### src/shared/mfid_pkg.sv
// Shared constants of the multi-function input decoder: register map,
// field positions, reset values, function codes and timing.
// Assumes a single 50 MHz clock and a classic Wishbone register bus.
package mfid_pkg;

  // ----------------------------------------------------------------
  // Timing
  // ----------------------------------------------------------------
  localparam int CLK_MHZ = 50;
  localparam int TICK_US = 1000;
  localparam int TICK_CYCLES = CLK_MHZ * TICK_US;
  localparam logic [15:0] CONFIRM_DEFAULT_MS = 16'h0005;
  localparam logic [15:0] CONFIRM_MIN_MS = 16'h0001;
  localparam logic [15:0] CONFIRM_MAX_MS = 16'h7530;

  // ----------------------------------------------------------------
  // Register map (byte addresses)
  // ----------------------------------------------------------------
  localparam logic [7:0] ADR_WIRING = 8'h00;
  localparam logic [7:0] ADR_FUNC1 = 8'h04;
  localparam logic [7:0] ADR_FUNC6 = 8'h18;
  localparam logic [7:0] ADR_CTRL = 8'h1C;
  localparam logic [7:0] ADR_CONFIRM = 8'h20;
  localparam logic [7:0] ADR_STATUS = 8'h24;
  localparam int CTRL_LOCKOUT_BIT = 0;
  localparam int CTRL_OPSRC_BIT = 1;
  localparam logic [7:0] CTRL_RST = 8'h00;
  localparam logic [7:0] WIRING_RST = 8'h00;

  // ----------------------------------------------------------------
  // Wiring codes and input function codes
  // ----------------------------------------------------------------
  localparam logic [7:0] WIRING_2W_A = 8'h00;
  localparam logic [7:0] WIRING_2W_B = 8'h01;
  localparam logic [7:0] WIRING_3W = 8'h02;
  localparam logic [7:0] F_STEP1 = 8'h01;
  localparam logic [7:0] F_STEP2 = 8'h02;
  localparam logic [7:0] F_STEP3 = 8'h03;
  localparam logic [7:0] F_STEP4 = 8'h04;
  localparam logic [7:0] F_RESET = 8'h05;
  localparam logic [7:0] F_CNT_CLR = 8'h06;
  localparam logic [7:0] F_RAMP2 = 8'h07;
  localparam logic [7:0] F_RAMP_HOLD = 8'h08;
  localparam logic [7:0] F_SRC_VA = 8'h09;
  localparam logic [7:0] F_SRC_CUR = 8'h0A;
  localparam logic [7:0] F_SRC_VB = 8'h0B;
  localparam logic [7:0] F_ESTOP = 8'h0C;
  localparam logic [7:0] F_PID_OFF = 8'h0D;
  localparam logic [7:0] F_EXT_FAULT = 8'h0E;
  localparam logic [7:0] F_BB_UP = 8'h0F;
  localparam logic [7:0] F_BB_DOWN = 8'h10;
  localparam logic [7:0] F_CMD_SRC = 8'h11;
  localparam logic [47:0] FUNC_RST = {8'h0E, 8'h05, 8'h04, 8'h03, 8'h02, 8'h01};

  typedef enum logic [1:0] {SRC_VA, SRC_CUR, SRC_VB} mfid_src_t;
  typedef enum logic [1:0] {RUN_STOP, RUN_FWD, RUN_REV} mfid_run_t;

endpackage

### src/mfid_counter.sv
// Up counter on the external trigger pin, with a level clear.
// Assumes the clear level comes from logic on the same clock.
`timescale 1ns/1ns
module mfid_counter #(
  parameter int W = 16
) (
  input wire logic mclk, // System clock.
  input wire logic reset_n, // Asynchronous reset, active low.
  input wire logic trig_pin, // Counter trigger pin, unfiltered.
  input wire logic clear, // Clear level.
  output logic [W-1:0] count // Counter value.
);

  logic meta_r, sync_r, prev_r;
  logic [W-1:0] count_r, count_nxt;

  // The trigger skips the stability filter so that short pulses are counted.
  always_comb begin
    count_nxt = count_r;
    if (clear) begin
      count_nxt = '0;
    end else if (sync_r && !prev_r) begin
      count_nxt = count_r + 1'b1;
    end
  end

  always_ff @(posedge mclk or negedge reset_n) begin
    if (!reset_n) begin
      meta_r <= 1'b0;
      sync_r <= 1'b0;
      prev_r <= 1'b0;
      count_r <= '0;
    end else begin
      meta_r <= trig_pin;
      sync_r <= meta_r;
      prev_r <= sync_r;
      count_r <= count_nxt;
    end
  end

  assign count = count_r;
endmodule

### src/mfid_debounce.sv
// Two-flop synchroniser and stability filter for a group of input pins.
// Assumes a one-cycle millisecond tick from the same clock.
`timescale 1ns/1ns
module mfid_debounce #(
  parameter int N = 8,
  parameter int CW = 16
) (
  input wire logic mclk, // System clock.
  input wire logic reset_n, // Asynchronous reset, active low.
  input wire logic tick, // One-cycle millisecond enable.
  input wire logic [CW-1:0] confirm_ms, // Confirmation time in ms.
  input wire logic [N-1:0] raw, // Pins from outside.
  output logic [N-1:0] clean // Accepted levels.
);

  logic [N-1:0] meta_r;
  logic [N-1:0] sync_r;

  always_ff @(posedge mclk or negedge reset_n) begin
    if (!reset_n) begin
      meta_r <= '0;
      sync_r <= '0;
    end else begin
      meta_r <= raw;
      sync_r <= meta_r;
    end
  end

  // A level is accepted at the confirm_ms-th tick that finds it standing; the first such tick may come two cycles after the pin changes, once sync_r has it.
  for (genvar i = 0; i < N; i++) begin : g_in
    logic [CW-1:0] cnt_r, cnt_nxt;
    logic clean_r, clean_nxt;
    always_comb begin
      cnt_nxt = cnt_r;
      clean_nxt = clean_r;
      if (sync_r[i] == clean_r) begin
        cnt_nxt = '0;
      end else if (tick) begin
        if (cnt_r + 1'b1 >= confirm_ms) begin
          clean_nxt = sync_r[i];
          cnt_nxt = '0;
        end else begin
          cnt_nxt = cnt_r + 1'b1;
        end
      end
    end
    always_ff @(posedge mclk or negedge reset_n) begin
      if (!reset_n) begin
        cnt_r <= '0;
        clean_r <= 1'b0;
      end else begin
        cnt_r <= cnt_nxt;
        clean_r <= clean_nxt;
      end
    end
    assign clean[i] = clean_r;
  end

endmodule

### src/mfid_top.sv
// Decoder of run-control terminals and six multi-function inputs.
// Assumes a 50 MHz clock, a classic Wishbone master, raw switch pins.
//
// How it works
// Wiring code 0 and 1 give two-wire variants, 2 gives three-wire control.
// With lockout, a run command already held at power-up is ignored.
// With lockout, running starts only after a low-to-high run terminal edge.
// Input function selectors reset to codes 1, 2, 3, 4, 5 and 14.
// Codes 1 to 4 form a four-bit preset speed index.
// Code 5 is a normally-open fault reset once the cause is gone.
// Code 6 holds the counter value at zero.
// Counter ignores triggers while cleared, counts up after release.
// Code 7 selects the second acceleration and deceleration set.
// Code 8 freezes the ramp; release resumes from the held frequency.
// Codes 9, 10, 11 force the speed source to one analog input.
// Code 12 stops like a stop command; running needs a fresh run.
// Code 13 bypasses PID and uses the master frequency source.
// Code 14 trips an external fault latched until reset.
// Codes 15 and 16 cut the output at once into the blocked state.
// Block release starts a speed search, up for 15, down for 16.
// That speed search runs on release even with the motor stopped.
// Code 17 picks keypad when open, terminals when closed.
// An assigned code 17 overrides the configured command source.
// In three-wire mode input one is the stop wire only.
// Inputs except the counter must stand for the confirmation time.
// A function shared by several inputs is active if any is active.
`timescale 1ns/1ns
module mfid_top #(
  parameter int TICK_CYCLES = mfid_pkg::TICK_CYCLES,
  parameter int CNT_W = 16
) (
  input wire logic mclk, // 50 MHz system clock.
  input wire logic reset_n, // Asynchronous reset, active low.
  input wire logic wb_cyc_i, // Wishbone cycle.
  input wire logic wb_stb_i, // Wishbone strobe.
  input wire logic wb_we_i, // Wishbone write enable.
  input wire logic [7:0] wb_adr_i, // Wishbone byte address.
  input wire logic [3:0] wb_sel_i, // Wishbone byte selects.
  input wire logic [31:0] wb_dat_i, // Wishbone write data.
  output logic [31:0] wb_dat_o, // Wishbone read data.
  output logic wb_ack_o, // Wishbone acknowledge.
  input wire logic fwd_pin, // Forward or run terminal.
  input wire logic rev_pin, // Reverse or direction terminal.
  input wire logic [5:0] multi_input_pin, // Multi-function inputs one to six.
  input wire logic count_pin, // Counter trigger terminal.
  output logic run_cmd, // Run request to the drive.
  output logic run_rev, // Requested direction is reverse.
  output logic [3:0] step_index, // Preset speed index.
  output logic fault_reset, // One-cycle fault reset pulse.
  output logic external_fault_trip, // Latched external fault.
  output logic [CNT_W-1:0] count_value, // Displayed counter value.
  output logic ramp_set2, // Second ramp time set selected.
  output logic ramp_hold, // Freeze the ramp.
  output logic src_force, // Speed source forced from an input.
  output logic [1:0] src_sel, // Forced source: voltage a, current, voltage b.
  output logic pid_bypass, // Bypass PID control.
  output logic output_block, // Output cut, blocked state.
  output logic search_start, // One-cycle speed search start.
  output logic search_down, // Search runs downward from the top.
  output logic cmd_src_terminal // Operation commands come from terminals.
);

  // ----------------------------------------------------------------
  // Millisecond tick and input filtering
  // ----------------------------------------------------------------
  logic [15:0] tick_cnt_r, tick_cnt_nxt;
  logic tick_r, tick_nxt;
  logic [7:0] clean;
  logic [15:0] confirm_r;

  always_comb begin
    tick_nxt = 1'b0;
    tick_cnt_nxt = tick_cnt_r + 16'h0001;
    if (tick_cnt_r == 16'(TICK_CYCLES - 1)) begin
      tick_cnt_nxt = '0;
      tick_nxt = 1'b1;
    end
  end

  always_ff @(posedge mclk or negedge reset_n) begin
    if (!reset_n) begin
      tick_cnt_r <= '0;
      tick_r <= 1'b0;
    end else begin
      tick_cnt_r <= tick_cnt_nxt;
      tick_r <= tick_nxt;
    end
  end

  mfid_debounce #(.N(8), .CW(16)) u_filt (
    .mclk(mclk),
    .reset_n(reset_n),
    .tick(tick_r),
    .confirm_ms(confirm_r),
    .raw({multi_input_pin, rev_pin, fwd_pin}),
    .clean(clean)
  );

  logic fwd, rev;
  logic [5:0] mi;
  assign fwd = clean[0];
  assign rev = clean[1];
  assign mi = clean[7:2];

  // ----------------------------------------------------------------
  // Registers
  // ----------------------------------------------------------------
  logic [7:0] wiring_r, wiring_nxt;
  logic [47:0] func_r, func_nxt;
  logic [7:0] ctrl_r, ctrl_nxt;
  logic [15:0] confirm_nxt;
  logic [31:0] rdata_nxt, status;
  logic ack_nxt, req;
  logic [15:0] wr_ms;

  assign req = wb_cyc_i && wb_stb_i && !wb_ack_o;
  always_comb begin
    wiring_nxt = wiring_r;
    func_nxt = func_r;
    ctrl_nxt = ctrl_r;
    confirm_nxt = confirm_r;
    rdata_nxt = '0;
    ack_nxt = req;
    wr_ms = wb_dat_i[15:0];
    if (wr_ms < mfid_pkg::CONFIRM_MIN_MS) begin
      wr_ms = mfid_pkg::CONFIRM_MIN_MS;
    end else if (wr_ms > mfid_pkg::CONFIRM_MAX_MS) begin
      wr_ms = mfid_pkg::CONFIRM_MAX_MS;
    end
    if (req && wb_we_i && wb_sel_i[0]) begin
      case (wb_adr_i)
        mfid_pkg::ADR_WIRING: wiring_nxt = wb_dat_i[7:0];
        mfid_pkg::ADR_CTRL: ctrl_nxt = wb_dat_i[7:0];
        mfid_pkg::ADR_CONFIRM: confirm_nxt = wb_sel_i[1] ? wr_ms : confirm_r;
        default: wiring_nxt = wiring_r;
      endcase
      for (int i = 0; i < 6; i++) begin
        if (wb_adr_i == mfid_pkg::ADR_FUNC1 + 8'(4 * i)) begin
          func_nxt[i*8 +: 8] = wb_dat_i[7:0];
        end
      end
    end
    if (req && !wb_we_i) begin
      case (wb_adr_i)
        mfid_pkg::ADR_WIRING: rdata_nxt = {24'h000000, wiring_r};
        mfid_pkg::ADR_CTRL: rdata_nxt = {24'h000000, ctrl_r};
        mfid_pkg::ADR_CONFIRM: rdata_nxt = {16'h0000, confirm_r};
        mfid_pkg::ADR_STATUS: rdata_nxt = status;
        default: rdata_nxt = '0;
      endcase
      for (int i = 0; i < 6; i++) begin
        if (wb_adr_i == mfid_pkg::ADR_FUNC1 + 8'(4 * i)) begin
          rdata_nxt = {24'h000000, func_r[i*8 +: 8]};
        end
      end
    end
  end

  // Unmapped addresses still acknowledge; writes drop and reads return zero.
  always_ff @(posedge mclk or negedge reset_n) begin
    if (!reset_n) begin
      wiring_r <= mfid_pkg::WIRING_RST;
      func_r <= mfid_pkg::FUNC_RST;
      ctrl_r <= mfid_pkg::CTRL_RST;
      confirm_r <= mfid_pkg::CONFIRM_DEFAULT_MS;
      wb_dat_o <= '0;
      wb_ack_o <= 1'b0;
    end else begin
      wiring_r <= wiring_nxt;
      func_r <= func_nxt;
      ctrl_r <= ctrl_nxt;
      confirm_r <= confirm_nxt;
      wb_dat_o <= rdata_nxt;
      wb_ack_o <= ack_nxt;
    end
  end

  // ----------------------------------------------------------------
  // Function decode
  // ----------------------------------------------------------------
  logic three_wire;
  assign three_wire = wiring_r == mfid_pkg::WIRING_3W;
  // Input one never decodes as a function while it is the stop wire.
  function automatic logic fn_on(input logic [7:0] code, input logic [47:0] sel,
                                 input logic [5:0] lvl, input logic skip1);
    logic hit;
    hit = 1'b0;
    for (int i = 0; i < 6; i++) begin
      if (sel[i*8 +: 8] == code && lvl[i] && !(i == 0 && skip1)) begin
        hit = 1'b1;
      end
    end
    return hit;
  endfunction

  logic f_rst, f_clr, f_r2, f_hold, f_va, f_cur, f_vb, f_estop, f_pid;
  logic f_ef, f_bbu, f_bbd, f_cs, cs_assigned;
  logic [3:0] step;
  always_comb begin
    for (int b = 0; b < 4; b++) begin
      step[b] = fn_on(mfid_pkg::F_STEP1 + 8'(b), func_r, mi, three_wire);
    end
  end
  assign f_rst = fn_on(mfid_pkg::F_RESET, func_r, mi, three_wire);
  assign f_clr = fn_on(mfid_pkg::F_CNT_CLR, func_r, mi, three_wire);
  assign f_r2 = fn_on(mfid_pkg::F_RAMP2, func_r, mi, three_wire);
  assign f_hold = fn_on(mfid_pkg::F_RAMP_HOLD, func_r, mi, three_wire);
  assign f_va = fn_on(mfid_pkg::F_SRC_VA, func_r, mi, three_wire);
  assign f_cur = fn_on(mfid_pkg::F_SRC_CUR, func_r, mi, three_wire);
  assign f_vb = fn_on(mfid_pkg::F_SRC_VB, func_r, mi, three_wire);
  assign f_estop = fn_on(mfid_pkg::F_ESTOP, func_r, mi, three_wire);
  assign f_pid = fn_on(mfid_pkg::F_PID_OFF, func_r, mi, three_wire);
  assign f_ef = fn_on(mfid_pkg::F_EXT_FAULT, func_r, mi, three_wire);
  assign f_bbu = fn_on(mfid_pkg::F_BB_UP, func_r, mi, three_wire);
  assign f_bbd = fn_on(mfid_pkg::F_BB_DOWN, func_r, mi, three_wire);
  assign f_cs = fn_on(mfid_pkg::F_CMD_SRC, func_r, mi, three_wire);
  assign cs_assigned = fn_on(mfid_pkg::F_CMD_SRC, func_r, 6'h3F, three_wire);

  // ----------------------------------------------------------------
  // Run control
  // ----------------------------------------------------------------
  mfid_pkg::mfid_run_t run_state_r, run_state_nxt;
  logic armed_r, armed_nxt, estop_hold_r, estop_hold_nxt, fwd_prev_r, settled_r, settled_nxt;
  logic [15:0] settle_cnt_r, settle_cnt_nxt;
  logic trip_r, trip_nxt, rst_prev_r, rst_rise, blocked_r, allow, run_lvl;
  assign rst_rise = f_rst && !rst_prev_r;
  assign run_lvl = (wiring_r == mfid_pkg::WIRING_2W_A) ? (fwd || rev) : fwd;
  assign allow = (armed_r || !ctrl_r[mfid_pkg::CTRL_LOCKOUT_BIT]) && !estop_hold_r
                 && !f_estop && !f_ef && !trip_r && !(f_bbu || f_bbd);
  // The filters read low just after reset, so arming waits until they have settled.
  always_comb begin
    settle_cnt_nxt = settle_cnt_r + 16'(tick_r && !settled_r);
    settled_nxt = settled_r || (tick_r && settle_cnt_r >= confirm_r);
    armed_nxt = armed_r || (settled_r && !run_lvl);
    estop_hold_nxt = f_estop || (estop_hold_r && run_lvl);
    run_state_nxt = mfid_pkg::RUN_STOP;
    if (allow) begin
      if (three_wire) begin
        run_state_nxt = run_state_r;
        if (!mi[0]) begin
          run_state_nxt = mfid_pkg::RUN_STOP;
        end else if (fwd && !fwd_prev_r) begin
          run_state_nxt = rev ? mfid_pkg::RUN_REV : mfid_pkg::RUN_FWD;
        end else if (run_state_r != mfid_pkg::RUN_STOP) begin
          run_state_nxt = rev ? mfid_pkg::RUN_REV : mfid_pkg::RUN_FWD;
        end
      end else if (wiring_r == mfid_pkg::WIRING_2W_B) begin
        if (fwd) begin
          run_state_nxt = rev ? mfid_pkg::RUN_REV : mfid_pkg::RUN_FWD;
        end
      end else if (fwd != rev) begin
        run_state_nxt = fwd ? mfid_pkg::RUN_FWD : mfid_pkg::RUN_REV;
      end
    end
  end

  always_ff @(posedge mclk or negedge reset_n) begin
    if (!reset_n) begin
      run_state_r <= mfid_pkg::RUN_STOP;
      armed_r <= 1'b0;
      estop_hold_r <= 1'b0;
      fwd_prev_r <= 1'b0;
      settle_cnt_r <= '0;
      settled_r <= 1'b0;
    end else begin
      run_state_r <= run_state_nxt;
      armed_r <= armed_nxt;
      estop_hold_r <= estop_hold_nxt;
      fwd_prev_r <= fwd;
      settle_cnt_r <= settle_cnt_nxt;
      settled_r <= settled_nxt;
    end
  end

  // ----------------------------------------------------------------
  // Fault, output block and command outputs
  // ----------------------------------------------------------------
  logic search_down_nxt;
  mfid_pkg::mfid_src_t src_nxt;
  // A fault that is still present wins over the reset edge.
  assign trip_nxt = f_ef || (trip_r && !rst_rise);
  assign search_down_nxt = (f_bbu || f_bbd) ? !f_bbu : search_down;
  always_comb begin
    src_nxt = mfid_pkg::SRC_VA;
    if (!f_va && f_cur) begin
      src_nxt = mfid_pkg::SRC_CUR;
    end else if (!f_va && f_vb) begin
      src_nxt = mfid_pkg::SRC_VB;
    end
  end

  always_ff @(posedge mclk or negedge reset_n) begin
    if (!reset_n) begin
      trip_r <= 1'b0;
      rst_prev_r <= 1'b0;
      blocked_r <= 1'b0;
      run_cmd <= 1'b0;
      run_rev <= 1'b0;
      step_index <= '0;
      fault_reset <= 1'b0;
      ramp_set2 <= 1'b0;
      ramp_hold <= 1'b0;
      src_force <= 1'b0;
      src_sel <= mfid_pkg::SRC_VA;
      pid_bypass <= 1'b0;
      search_start <= 1'b0;
      search_down <= 1'b0;
      cmd_src_terminal <= 1'b0;
    end else begin
      trip_r <= trip_nxt;
      rst_prev_r <= f_rst;
      blocked_r <= f_bbu || f_bbd;
      run_cmd <= run_state_nxt != mfid_pkg::RUN_STOP;
      run_rev <= run_state_nxt == mfid_pkg::RUN_REV;
      step_index <= step;
      fault_reset <= rst_rise;
      ramp_set2 <= f_r2;
      ramp_hold <= f_hold;
      src_force <= f_va || f_cur || f_vb;
      src_sel <= src_nxt;
      pid_bypass <= f_pid;
      search_start <= blocked_r && !(f_bbu || f_bbd);
      search_down <= search_down_nxt;
      cmd_src_terminal <= cs_assigned ? f_cs : ctrl_r[mfid_pkg::CTRL_OPSRC_BIT];
    end
  end

  assign external_fault_trip = trip_r;
  assign output_block = blocked_r;
  assign status = {16'h0000, 4'h0, trip_r, blocked_r, run_cmd, run_rev, clean};

  mfid_counter #(.W(CNT_W)) u_count (
    .mclk(mclk),
    .reset_n(reset_n),
    .trig_pin(count_pin),
    .clear(f_clr),
    .count(count_value)
  );
endmodule
### config.mk
export PLATFORM = sky130hd
export DESIGN_NAME = mfid_top
export DESIGN_NICKNAME = d
export VERILOG_FILES = /design/src/shared/mfid_pkg.sv /design/src/mfid_counter.sv /design/src/mfid_debounce.sv /design/src/mfid_top.sv
export SDC_FILE = /design/constraint.sdc
export NUM_CORES = 1
export LEC_CHECK = 0
export BUFFER_PORTS_ARGS = -buffer_cell sky130_fd_sc_hd__buf_2
export CORE_MARGIN = 2
export CORE_UTILIZATION = 40
export CTS_CLUSTER_SIZE = 12
export DETAILED_ROUTE_END_ITERATION = 10
export SLEW_MARGIN = 25
export SYNTH_ARGS = -nofsm -noshare
export SYNTH_HDL_FRONTEND = slang
export SYNTH_SLANG_ARGS = --single-unit
### constraint.sdc
create_clock -name mclk -period 10.1 [get_ports mclk]
set_input_delay 2.525 -clock mclk [delete_from_list [all_inputs] [get_ports mclk]]
set_output_delay 2.525 -clock mclk [all_outputs]
set_load 0.1 [all_outputs]
[After elaboration in Yosys (flattened, before gate mapping)]
Index checks and enable logic that the tools add are counted.
Word-level totals
  bits in registers: 342
  output and inout bits: 67
  logic and storage cells: 567
Operators by class
  add/sub/neg operators: 11
  $lt $le $gt $ge: 11
  equality and inequality tests: 124
  multiplexer cells: 160
  bitwise gates (word level): 8
  reductions and logical operators: 197
Operators with widths (count)
  $mux 16: 35
  $eq 8x4->1 const B: 50
  $eq 8x3->1 const B: 25
  $add 16x1->16 const B: 10
  $ge 16x16->1: 9
  $logic_and 1x1->1: 141
  $eq 8x5->1 const B: 16
  $mux 1: 111
  $eq 8x2->1 const B: 13
  $pmux 16 s4: 1
  $eq 8x1->1 const B: 7
  $mux 32: 1
  $reduce_and 3->1: 9
  $mux 2: 12
  $reduce_bool 2->1: 11
  $logic_not 1->1: 17
  $add 16x1->16: 1
  $eq 16x16->1 const B: 1
  $eq 8x6->1 const B: 2
  $gt 16x15->1 const B: 1
  $logic_not 8->1: 2
  $lt 16x1->1 const B: 1
  $reduce_and 2->1: 8
  $logic_or 1x1->1: 9
  4 further kinds: 18

[Logic depth before layout (Yosys ltp)]
Gate-level depths: netlist of the first run.
  depth in word-level cells: 16
  mapped depth: 17
  depth with buffers taken out: 15

[By module]
From an unflattened synthesis of the first run, not the netlist that was laid out.
Second synthesis, totals
  cells, all modules: 2149
  area total of the unflattened synthesis: 20445.9 um^2
By module, submodules not included
  mfid_debounce: times used 1, cells each 1189, area an instance 10978.0 um^2
  mfid_top: times used 1, cells each 875, area an instance 8587.0 um^2
  mfid_counter: times used 1, cells each 85, area an instance 880.8 um^2

[Least setup slack after synthesis of the first run]
Ideal clock, no wire load.
  path type: input -> register
  start point: input wb_adr_i[5]
  end point: register func_r[30]
  library setup time: 125 ps
  arrival: 4264 ps
  data required time: 9975 ps
  path slack: 5711 ps
  stages: 5
  path through: clkbuf_1 -> nor4b_2 -> nand2_1 -> nor2_1 -> mux2_2
On the way
  word-level cells in the longest chain between the ends: 2
RTL lines
  start, declared: RTL line mfid_top.sv:37  | input wire logic [7:0] wb_adr_i,
  $eq 8x5->1: RTL line mfid_top.sv:138  | if (wb_adr_i == mfid_pkg::ADR_FUNC1 + 8'(4 * i)) begin
  $reduce_and 2->1 (no source line)
  end signal, assigned: RTL line mfid_top.sv:163  | func_r <= mfid_pkg::FUNC_RST;
  end signal, assigned: RTL line mfid_top.sv:170  | func_r <= func_nxt;
  end, declared: RTL line mfid_top.sv:109  | logic [47:0] func_r, func_nxt;
No other way between the ends.
A chain may end at the register's enable or synchronous reset.

[Worst setup path in the final report of the first run]
  start point: input wb_adr_i[5]
  end point: register func_r[29]
The elaborated chain is that of the path after synthesis.

==> metrics.log, run 1 <==
INFO  metric outcome = complete, no violations
INFO  metric boundaryPins = ~130
INFO  metric whs = between 0.3 and 0.4 ns
INFO  metric numPlacedInstances = between 2k and 3k
INFO  metric drt-pass1-iter-count = 5
INFO  metric grt_start_max_net_pins = around 120
INFO  metric first_global_vias = around 16k
INFO  metric synthCells = roughly 2.1k
INFO  metric final_period_minus_worst_setup_slack = around 4.4 ns
INFO  metric slowest_delay = 0.71 ns
INFO  metric edff_count_synth = 0
INFO  metric final_area = about 22000 um2
INFO  metric post_cts_resized = 0
INFO  metric max_freq = 226 MHz
INFO  metric worst-slew-pin-transition = roughly 1 ns
INFO  metric period_share = a little over two fifths
INFO  metric floorplan.initialDensity = 40.6%
INFO  metric path_buf_inv = 1
INFO  metric netlist_top_cells_count = sky130_fd_sc_hd__dfrtp_1 (314), sky130_fd_sc_hd__nor2_1 (174), sky130_fd_sc_hd__nand2_1 (171), sky130_fd_sc_hd__ha_1 (156), sky130_fd_sc_hd__nand3_1 (105)
INFO  metric postSynthAreaPerCell = 9.59 um2
INFO  metric fin_nets = roughly 2.4k
INFO  metric clock_latency_reported_for_the_late_side_of_the_worst_skew_pair = roughly 0.57 ns
INFO  metric critical_path.top_delay_family = simple AND/OR/NAND/NOR gates
INFO  metric gr-max-usage-layer = met2
INFO  metric max_cap_violations = 0
INFO  metric start_kind = input pin
INFO  metric power_leakage = around 0.011 uW
INFO  metric area_delta_synth_final = 12.1%
INFO  metric ys_seq_area_share = between 40% and 50%
INFO  metric gp_congestion = around 0.91
INFO  metric synth_top_flop_cell = sky130_fd_sc_hd__dfrtp_1
INFO  metric finalSetupViolCount = 0
INFO  metric synth_largest_area_cell = sky130_fd_sc_hd__dfrtp_1
INFO  metric net-switching-power = approximately 800 uW
INFO  metric grt_use_met2 = about a third
INFO  metric detail_route.drc_violations = 0
INFO  metric groute.layer.met1.usage = between 30 and 40%
INFO  metric tns = 0 ns
INFO  metric synth.cell_area = 20000 um2
INFO  metric drt_wl_total = 56.0 mm
INFO  metric p_total = ~3100 uW
INFO  metric postSynth.asyncResetShare = 100%
INFO  metric die_x = 227 um
INFO  metric cts_setup_buffers = 0
INFO  metric antenna_found_initial = 0
INFO  metric worst-endpoint-required = 10.55 ns
INFO  metric path_class = input pin to flop
INFO  metric die_area = 51800 um2
INFO  metric area_after_detailed_placement = between 20000 and 25000 um2
INFO  metric grt_overflow_total = 0
INFO  metric ant_nets = 0
INFO  metric final_hold_viol_count = 0
INFO  metric synth_top_cells_by_area = sky130_fd_sc_hd__dfrtp_1 (39%), sky130_fd_sc_hd__ha_1 (9.8%), sky130_fd_sc_hd__xnor2_1 (3.8%)
INFO  metric cts_max_level = 2
INFO  metric yosysMostFrequentCell = sky130_fd_sc_hd__dfrtp_1
INFO  metric cp_slowest_cell = sky130_fd_sc_hd__nor4b_2
INFO  metric fp-row-count = around 80
INFO  metric cellPowerDensity = approximately 140 nW/um2
INFO  metric cts.sink_count = 326
INFO  metric vias = 16.4k
INFO  metric initialDrtViolationCount = between 1k and 1.5k
INFO  metric worst_hold_path_type = flop to flop
INFO  metric instances_no_fill = ~2.8k
INFO  metric cts-root-to-sink-buffers = 3
INFO  metric internal_power = about 2300 uW
INFO  metric cts_made_buffers = 40
INFO  metric final.fill_count = 4668
INFO  metric final.setup_skew = 0.0195 ns
INFO  metric ctsRootBufferMaster = sky130_fd_sc_hd__clkbuf_16
INFO  metric routedWlPerCell = 19.7 um
INFO  metric tritoncts = built
INFO  metric post_route_cells_drive_above_1_share = around an eighth
INFO  metric pwr-share-seq = about 44%
INFO  metric numPortBuffers = 90
INFO  metric worstPathArrival = 4.87 ns
INFO  metric worstPathMaxFanout = 9
INFO  metric power_frac_clock = 48.5%
INFO  metric comb_power_share = 7.6%
INFO  metric hpwl = 38.8 mm
INFO  metric switching_share = between 20% and 30%
INFO  metric detail_route.vias_per_cell = 5.77
INFO  metric timing_max_transition_violations_final = 0
INFO  metric relSlewSlack = around 33%
INFO  metric yosys_warnings = 0
INFO  metric path_cells = buf_2, nor4b_2, nand2_1, nor2_1, mux2_2
INFO  metric grt_first_pass_wirelength = ~90 mm
INFO  metric design.core.area = slightly below 50000 um2
INFO  metric rsz_0062_raised_after_global_routing = false
INFO  metric yosys_register_bits = around 330
INFO  metric clk_pin_slew = 0.05 ns
INFO  metric netlist-cell-type-count = between 80 and 90
INFO  metric post_cts_hold_buffer_count = 0
INFO  metric worst_ir_drop_vdd = 0.0998 mV
INFO  metric capturing_element_type_of_the_critical_path = flop
INFO  metric grt_met3_use = slightly below 4%
INFO  metric die_h = between 200 and 250 um
INFO  metric synth_largest_type_area_fraction = 39.3%
INFO  metric antenna_cells_inserted = 0
INFO  metric grt_use_total = between 20% and 30%
power by group through the flow:
stage	clock (uW)	sequential (uW)	combinational, uW
2_1_floorplan	0	1440	84.8
4_1_cts	1520	1340	231
6_report	1480	1340	231
5_1_grt	1580	1350	247
3_3_place_gp	0	1370	228
3_5_place_dp	0	1370	231
routing by layer:
metal / vias up / routed length (um)
met3: 110 / 3140
met5: - / 0
met1: 8104 / 25700
li1: 7740 / -
met4: 0 / 1700
met2: 470 / 25400
state kept, by name, summed over array words and instances (netlist names), 16 cells and up:
register,cells
u_filt.g_in.cnt_r,128
confirm_r,16
u_count.count,16
wb_dat_o,16
func_r,48
tick_cnt_r,16
settle_cnt_r,16
area by class of cell:
class	count	area (um2)	area share, %
well taps	664	831	3.71
flip-flops and latches	326	8170	36.5
multi-input cells	1626	11300	50.3
clock inverters	14	166	0.743
repair buffers	102	578	2.58
clock buffers	60	1200	5.35
inverters	53	199	0.888
cells in the final DEF, fill, tap and decap left out, drive strengths merged, types with 6 or more instances in the layout:
master / count
xnor2: 87
o211ai: 14
a21oi: 97
a22o: 50
mux2i: 18
o21ai: 99
nand2b: 37
nor2: 174
buf: 102
xor2: 68
nor3: 44
nor4: 19
a221oi: 8
clkbuf: 60
and4: 8
nand2: 171
dfrtp: 314
a211oi: 21
and3: 54
a31oi: 23
mux2: 70
nand4: 47
ha: 156
inv: 54
o22ai: 19
and2: 20
a21o: 41
clkinv: 9
or3: 10
nand3b: 6
dfstp: 12
conb: 16
a22oi: 12
nor2b: 20
nand3: 105
a32o: 18
nor3b: 17
a2111oi: 7
final timing paths:
kind                                                     start                                   end  slack, ns  cells after the start
setup / recovery                                   wb_adr_i[5]                func_r[29]$_DFFE_PN0P_       5.68                      5
hold / removal                      u_filt.meta_r[3]$_DFF_PN0_            u_filt.sync_r[3]$_DFF_PN0_       0.35                      0
setup reg to reg           u_filt.g_in[3].cnt_r[0]$_DFFE_PN0P_  u_filt.g_in[3].cnt_r[11]$_DFFE_PN0P_       5.88                     14
hold reg to reg                     u_filt.meta_r[3]$_DFF_PN0_            u_filt.sync_r[3]$_DFF_PN0_       0.35                      0
max in group asynchronous                              reset_n                func_r[31]$_DFFE_PN0P_       6.72                      3
min in group asynchronous                              reset_n  u_filt.g_in[1].cnt_r[12]$_DFFE_PN0P_       1.82                      1
cells by family (layout without fill, tap and decap cells):
group | Yosys count | in the layout | synth area share, %
compound gates | 461 | 461 | 15.7
xor+xnor | 155 | 155 | 6.79
fa+ha+maj | 156 | 156 | 9.77
buf+inv | 147 | 229 | 3.11
flops | 326 | 326 | 40.9
mux | 89 | 89 | 4.96
other cells | 1 | 16 | 0.0188
simple gates | 749 | 749 | 18.8
metrics by stage:
stage          util (%)  worst slack (ns)
6_report           45.6              5.68
3_3_place_gp       42.7              5.16
4_1_cts            45.5              5.71
3_5_place_dp       42.7              5.13
5_1_grt            45.6              5.36
2_1_floorplan         -              5.71
worst reg2reg max path, stage by stage (launching register included):
cell and delay [ns]:
sky130_fd_sc_hd__dfrtp_1 0.43, sky130_fd_sc_hd__nand3_1 0.15, sky130_fd_sc_hd__nor3_1 0.52, sky130_fd_sc_hd__nand2_1 0.26
sky130_fd_sc_hd__nor2_1 0.25, sky130_fd_sc_hd__and3_1 0.23, sky130_fd_sc_hd__xor2_1 0.10, sky130_fd_sc_hd__ha_1 0.18
sky130_fd_sc_hd__a21o_1 0.16, sky130_fd_sc_hd__a21oi_1 0.21, sky130_fd_sc_hd__nand3_1 0.11, sky130_fd_sc_hd__a21oi_1 0.61
sky130_fd_sc_hd__nand2_1 0.51, sky130_fd_sc_hd__nor4_1 0.34, sky130_fd_sc_hd__a21o_1 0.12
Note: power is estimated with default switching activity, not from simulation.
==> run 2, diff against run 1 <==
clock period = 4.45 ns   (was 10.1 ns; I/O delays follow)
==> run 2 against run 1 <==
Net effect: via count shrank 0.66%; global-route usage hardly changed; die area is the same; critical path type is now flop to flop; sequential cell count did not move; worst hold slack barely moved; non-clock buffer count rose by 16; sequential share of layout area fell by 0.17 points; critical path depth increased by 9; register-to-register slack lost 5.3 ns; sequential power increased by 130%; design area increased by 0.46%.
==> metrics.log, run 2 (same netlist as run 1, synthesis figures left out) <==
INFO  metric worst-endpoint-required = 4.94 ns (-5.61 ns)
INFO  metric cellPowerDensity = 307 nW/um2 (+130%)
INFO  metric hold_start = u_filt.meta_r[0]$_DFF_PN0_
INFO  metric detail_route.drc_violations = 0 (unchanged)
INFO  metric timing.reg2reg.setup_slack = 0.61 ns (-5.27 ns)
INFO  metric cts_max_level = 2 (unchanged)
INFO  metric drt_wl_total = 55.4 mm (-0.97%)
INFO  metric post_cts_resized = 0 (unchanged)
INFO  metric groute.layer.met1.usage = 30.2% (+0.16 points)
INFO  metric worst_ir_drop_vdd = 0.254 mV (+150%)
INFO  metric ant_nets = 0 (unchanged)
INFO  metric clock_latency_reported_for_the_late_side_of_the_worst_skew_pair = 0.57 ns (about the same)
INFO  metric start_kind = flop
INFO  metric power_leakage = 0.0110 uW (+0.71%)
INFO  metric area_delta_synth_final = 12.7%
INFO  metric drt-pass1-iter-count = 5 (unchanged)
INFO  metric cts-root-to-sink-buffers = 3 (unchanged)
INFO  metric min_delay_path_depth = 0 (unchanged)
INFO  metric worst-slew-pin-transition = 0.966 ns (-0.0370 ns)
INFO  metric net-switching-power = 1780 uW (+120%)
INFO  metric design.core.area = 49200 um2 (unchanged)
INFO  metric registers.top_by_ff_count = u_filt.g_in.cnt_r
INFO  metric detail_route.vias_per_cell = 5.71 (-1.0%)
INFO  metric largest_register_ffs = 128 (unchanged)
INFO  metric capturing_element_type_of_the_critical_path = flop
INFO  metric worstPathArrival = 4.33 ns (-0.54 ns)
INFO  metric grt_first_pass_wirelength = 88.3 mm (-0.51%)
INFO  metric timing_max_transition_violations_final = 0 (unchanged)
INFO  metric hpwl = 39.9 mm (+2.9%)
INFO  metric gr-max-usage-layer = met2
INFO  metric clk_pin_slew = 0.05 ns (about the same)
INFO  metric routedWlPerCell = 19.4 um (-1.3%)
INFO  metric final_common_cell = sky130_fd_sc_hd__dfrtp_1
INFO  metric grt_overflow_total = 0 (unchanged)
INFO  metric pwr-share-seq = 44.1% (+0.2 points)
INFO  metric regToRegEndpoint = u_filt.g_in[4].cnt_r[8]$_DFFE_PN0P_
INFO  metric final.fill_count = 4687 (+0.41%)
INFO  metric die_h = 227 um (unchanged)
INFO  metric ctsRootBufferMaster = sky130_fd_sc_hd__clkbuf_16
INFO  metric cts_setup_buffers = 0 (unchanged)
INFO  metric period_share = a little under nine tenths
INFO  metric max_cap_violations = 0 (unchanged)
INFO  metric initialDrtViolationCount = 1328 (+3.3%)
INFO  metric worst_hold_path_type = flop to flop
INFO  metric grt_use_total = 21.9% (-0.023 points)
INFO  metric boundaryPins = 125 (unchanged)
INFO  metric final_period_minus_worst_setup_slack = about 3.8 ns
INFO  metric fp-row-count = 81 (unchanged)
INFO  metric gp_congestion = 0.899 (-1.7%)
INFO  metric cts_made_buffers = 40 (unchanged)
INFO  metric relSlewSlack = 35.4% (+2.5 points)
INFO  metric most-common-layout-cells = sky130_fd_sc_hd__dfrtp_1 (314), sky130_fd_sc_hd__nor2_1 (172), sky130_fd_sc_hd__nand2_1 (171)
INFO  metric min_delay_worst_endpoint = u_filt.sync_r[0]$_DFF_PN0_
INFO  metric biggestRegsByFlops = u_filt.g_in.cnt_r (128), func_r (48)
INFO  metric path_cells = ha_1, and3_1, and3_1, nand3_1, nor2_1, xor2_1, ha_1, a21o_1, a211o_1, or3_1, o21ai_1, a31o_2, a41oi_1, a31oi_1
INFO  metric fin_nets = 2379 (+0.68%)
INFO  metric max_freq = between 200 and 300 MHz
INFO  metric rsz_0062_raised_after_global_routing = false
INFO  metric path_class = flop to flop
INFO  metric slowest_delay = 0.43 ns (-0.28 ns)
INFO  metric tns = 0 ns (unchanged)
INFO  metric switching_share = 25.7% (-0.33 points)
INFO  metric cp_slowest_cell = sky130_fd_sc_hd__a31o_2
INFO  metric antenna_found_initial = 1 (+1)
INFO  metric internal_power = 5140 uW (+130%)
INFO  metric final_hold_viol_count = 0 (unchanged)
INFO  metric tritoncts = built
INFO  metric die_area = 51800 um2 (unchanged)
INFO  metric cts.sink_count = 326 (unchanged)
INFO  metric finalSetupViolCount = 0 (unchanged)
INFO  metric r2r.worst_path.cells = 14 (unchanged)
INFO  metric power_frac_clock = 48.2% (-0.3 points)
INFO  metric grt_start_max_net_pins = 120 (+2.6%)
INFO  metric floorplan.initialDensity = 40.6% (unchanged)
INFO  metric regToRegStartpoint = u_filt.g_in[4].cnt_r[0]$_DFFE_PN0P_
INFO  metric grt_use_met2 = 34.6% (-0.31 points)
INFO  metric vias = 16.3k (-0.66%)
INFO  metric numPortBuffers = 90 (unchanged)
INFO  metric die_x = 227 um (unchanged)
INFO  metric post_route_cells_drive_above_1_share = 12.3% (+0.63 points)
INFO  metric first_global_vias = 15.9k (-0.80%)
INFO  metric worstPathMaxFanout = 24 (+15)
INFO  metric comb_power_share = 7.6% (about the same)
INFO  metric final_util = 45.8% (+0.21 points)
INFO  metric grt_met3_use = 3.70% (-0.19 points)
INFO  metric outcome = complete, no violations
INFO  metric post_cts_hold_buffer_count = 0 (unchanged)
INFO  metric final.setup_skew = 0.0251 ns (+0.00553 ns)
## run 2: cell types whose count changed in the layout (fill, tap and decap cells not counted), moves of 2 or more
cell                       delta
sky130_fd_sc_hd__buf_4       +16
sky130_fd_sc_hd__buf_6        -2
sky130_fd_sc_hd__clkbuf_1     -6
sky130_fd_sc_hd__buf_12       +2
## run 2: cell type report
| cell class | count | area (um2) | area share [%] |
|---|---|---|---|
| multi-input combinational | 1626 | 11300 | 50.0 |
| sequential | 326 | 8170 | 36.3 |
| clock buffer | 53 | 1150 | 5.11 |
| tap | 664 | 831 | 3.69 |
| timing repair buffer | 118 | 716 | 3.18 |
| inverter | 53 | 199 | 0.884 |
| clock inverter | 15 | 185 | 0.823 |
| antenna | 1 | 2.50 | 0.0111 |
## run 2: layer usage
layer,vias to the layer above,wire length (um)
met2,441,25300
met1,8011,25300
met5,-,0
li1,7759,-
met4,0,1850
met3,104,2990
## run 2: worst max path at each step
stage	start	slack [ns]	endpoint	cells past startpoint
global route	u_filt.g_in[4].cnt_r[0]$_DFFE_PN0P_	0.17	u_filt.g_in[4].cnt_r[8]$_DFFE_PN0P_	14
floorplan	u_filt.g_in[4].cnt_r[0]$_DFFE_PN0P_	0.77	u_filt.g_in[4].cnt_r[12]$_DFFE_PN0P_	17
CTS	u_filt.g_in[7].cnt_r[0]$_DFFE_PN0P_	0.37	u_filt.g_in[7].cnt_r[15]$_DFFE_PN0P_	14
detailed placement	u_filt.g_in[7].cnt_r[0]$_DFFE_PN0P_	0.43	u_filt.g_in[7].cnt_r[13]$_DFFE_PN0P_	14
global placement	u_filt.g_in[7].cnt_r[0]$_DFFE_PN0P_	0.63	u_filt.g_in[7].cnt_r[15]$_DFFE_PN0P_	14
finish	u_filt.g_in[4].cnt_r[0]$_DFFE_PN0P_	0.61	u_filt.g_in[4].cnt_r[8]$_DFFE_PN0P_	14
## run 2: worst max-delay path: cells and delay by family (launching register included)
kind / cells / cell delay (ns)
flops: 1 / 0.38
fa+ha+maj: 2 / 0.54
compound gates: 6 / 1.37
simple gates: 5 / 1.25
xor+xnor: 1 / 0.21
## run 2: power by group through the flow
| stage | combinational [uW] | sequential (uW) | clock (uW) |
|---|---|---|---|
| 2_1_floorplan | 192 | 3270 | 0 |
| 3_3_place_gp | 522 | 3100 | 0 |
| 3_5_place_dp | 528 | 3100 | 0 |
| 4_1_cts | 531 | 3050 | 3430 |
| 5_1_grt | 568 | 3060 | 3550 |
| 6_report | 529 | 3050 | 3330 |
## run 2: metrics by stage
stage | instance area (um2) | power, uW | worst slack (ns) | std cells | hold WS (ns)
2_1_floorplan | 20000 | 3460 | 0.770 | 2099 | 0.331
3_3_place_gp | 21100 | 3630 | 0.629 | 2786 | 0.334
3_5_place_dp | 21100 | 3630 | 0.434 | 2786 | 0.335
4_1_cts | 22500 | 7010 | 0.367 | 2854 | 0.347
5_1_grt | 22500 | 7180 | 0.171 | 2855 | 0.362
6_report | 22500 | 6920 | 0.608 | 2856 | 0.345
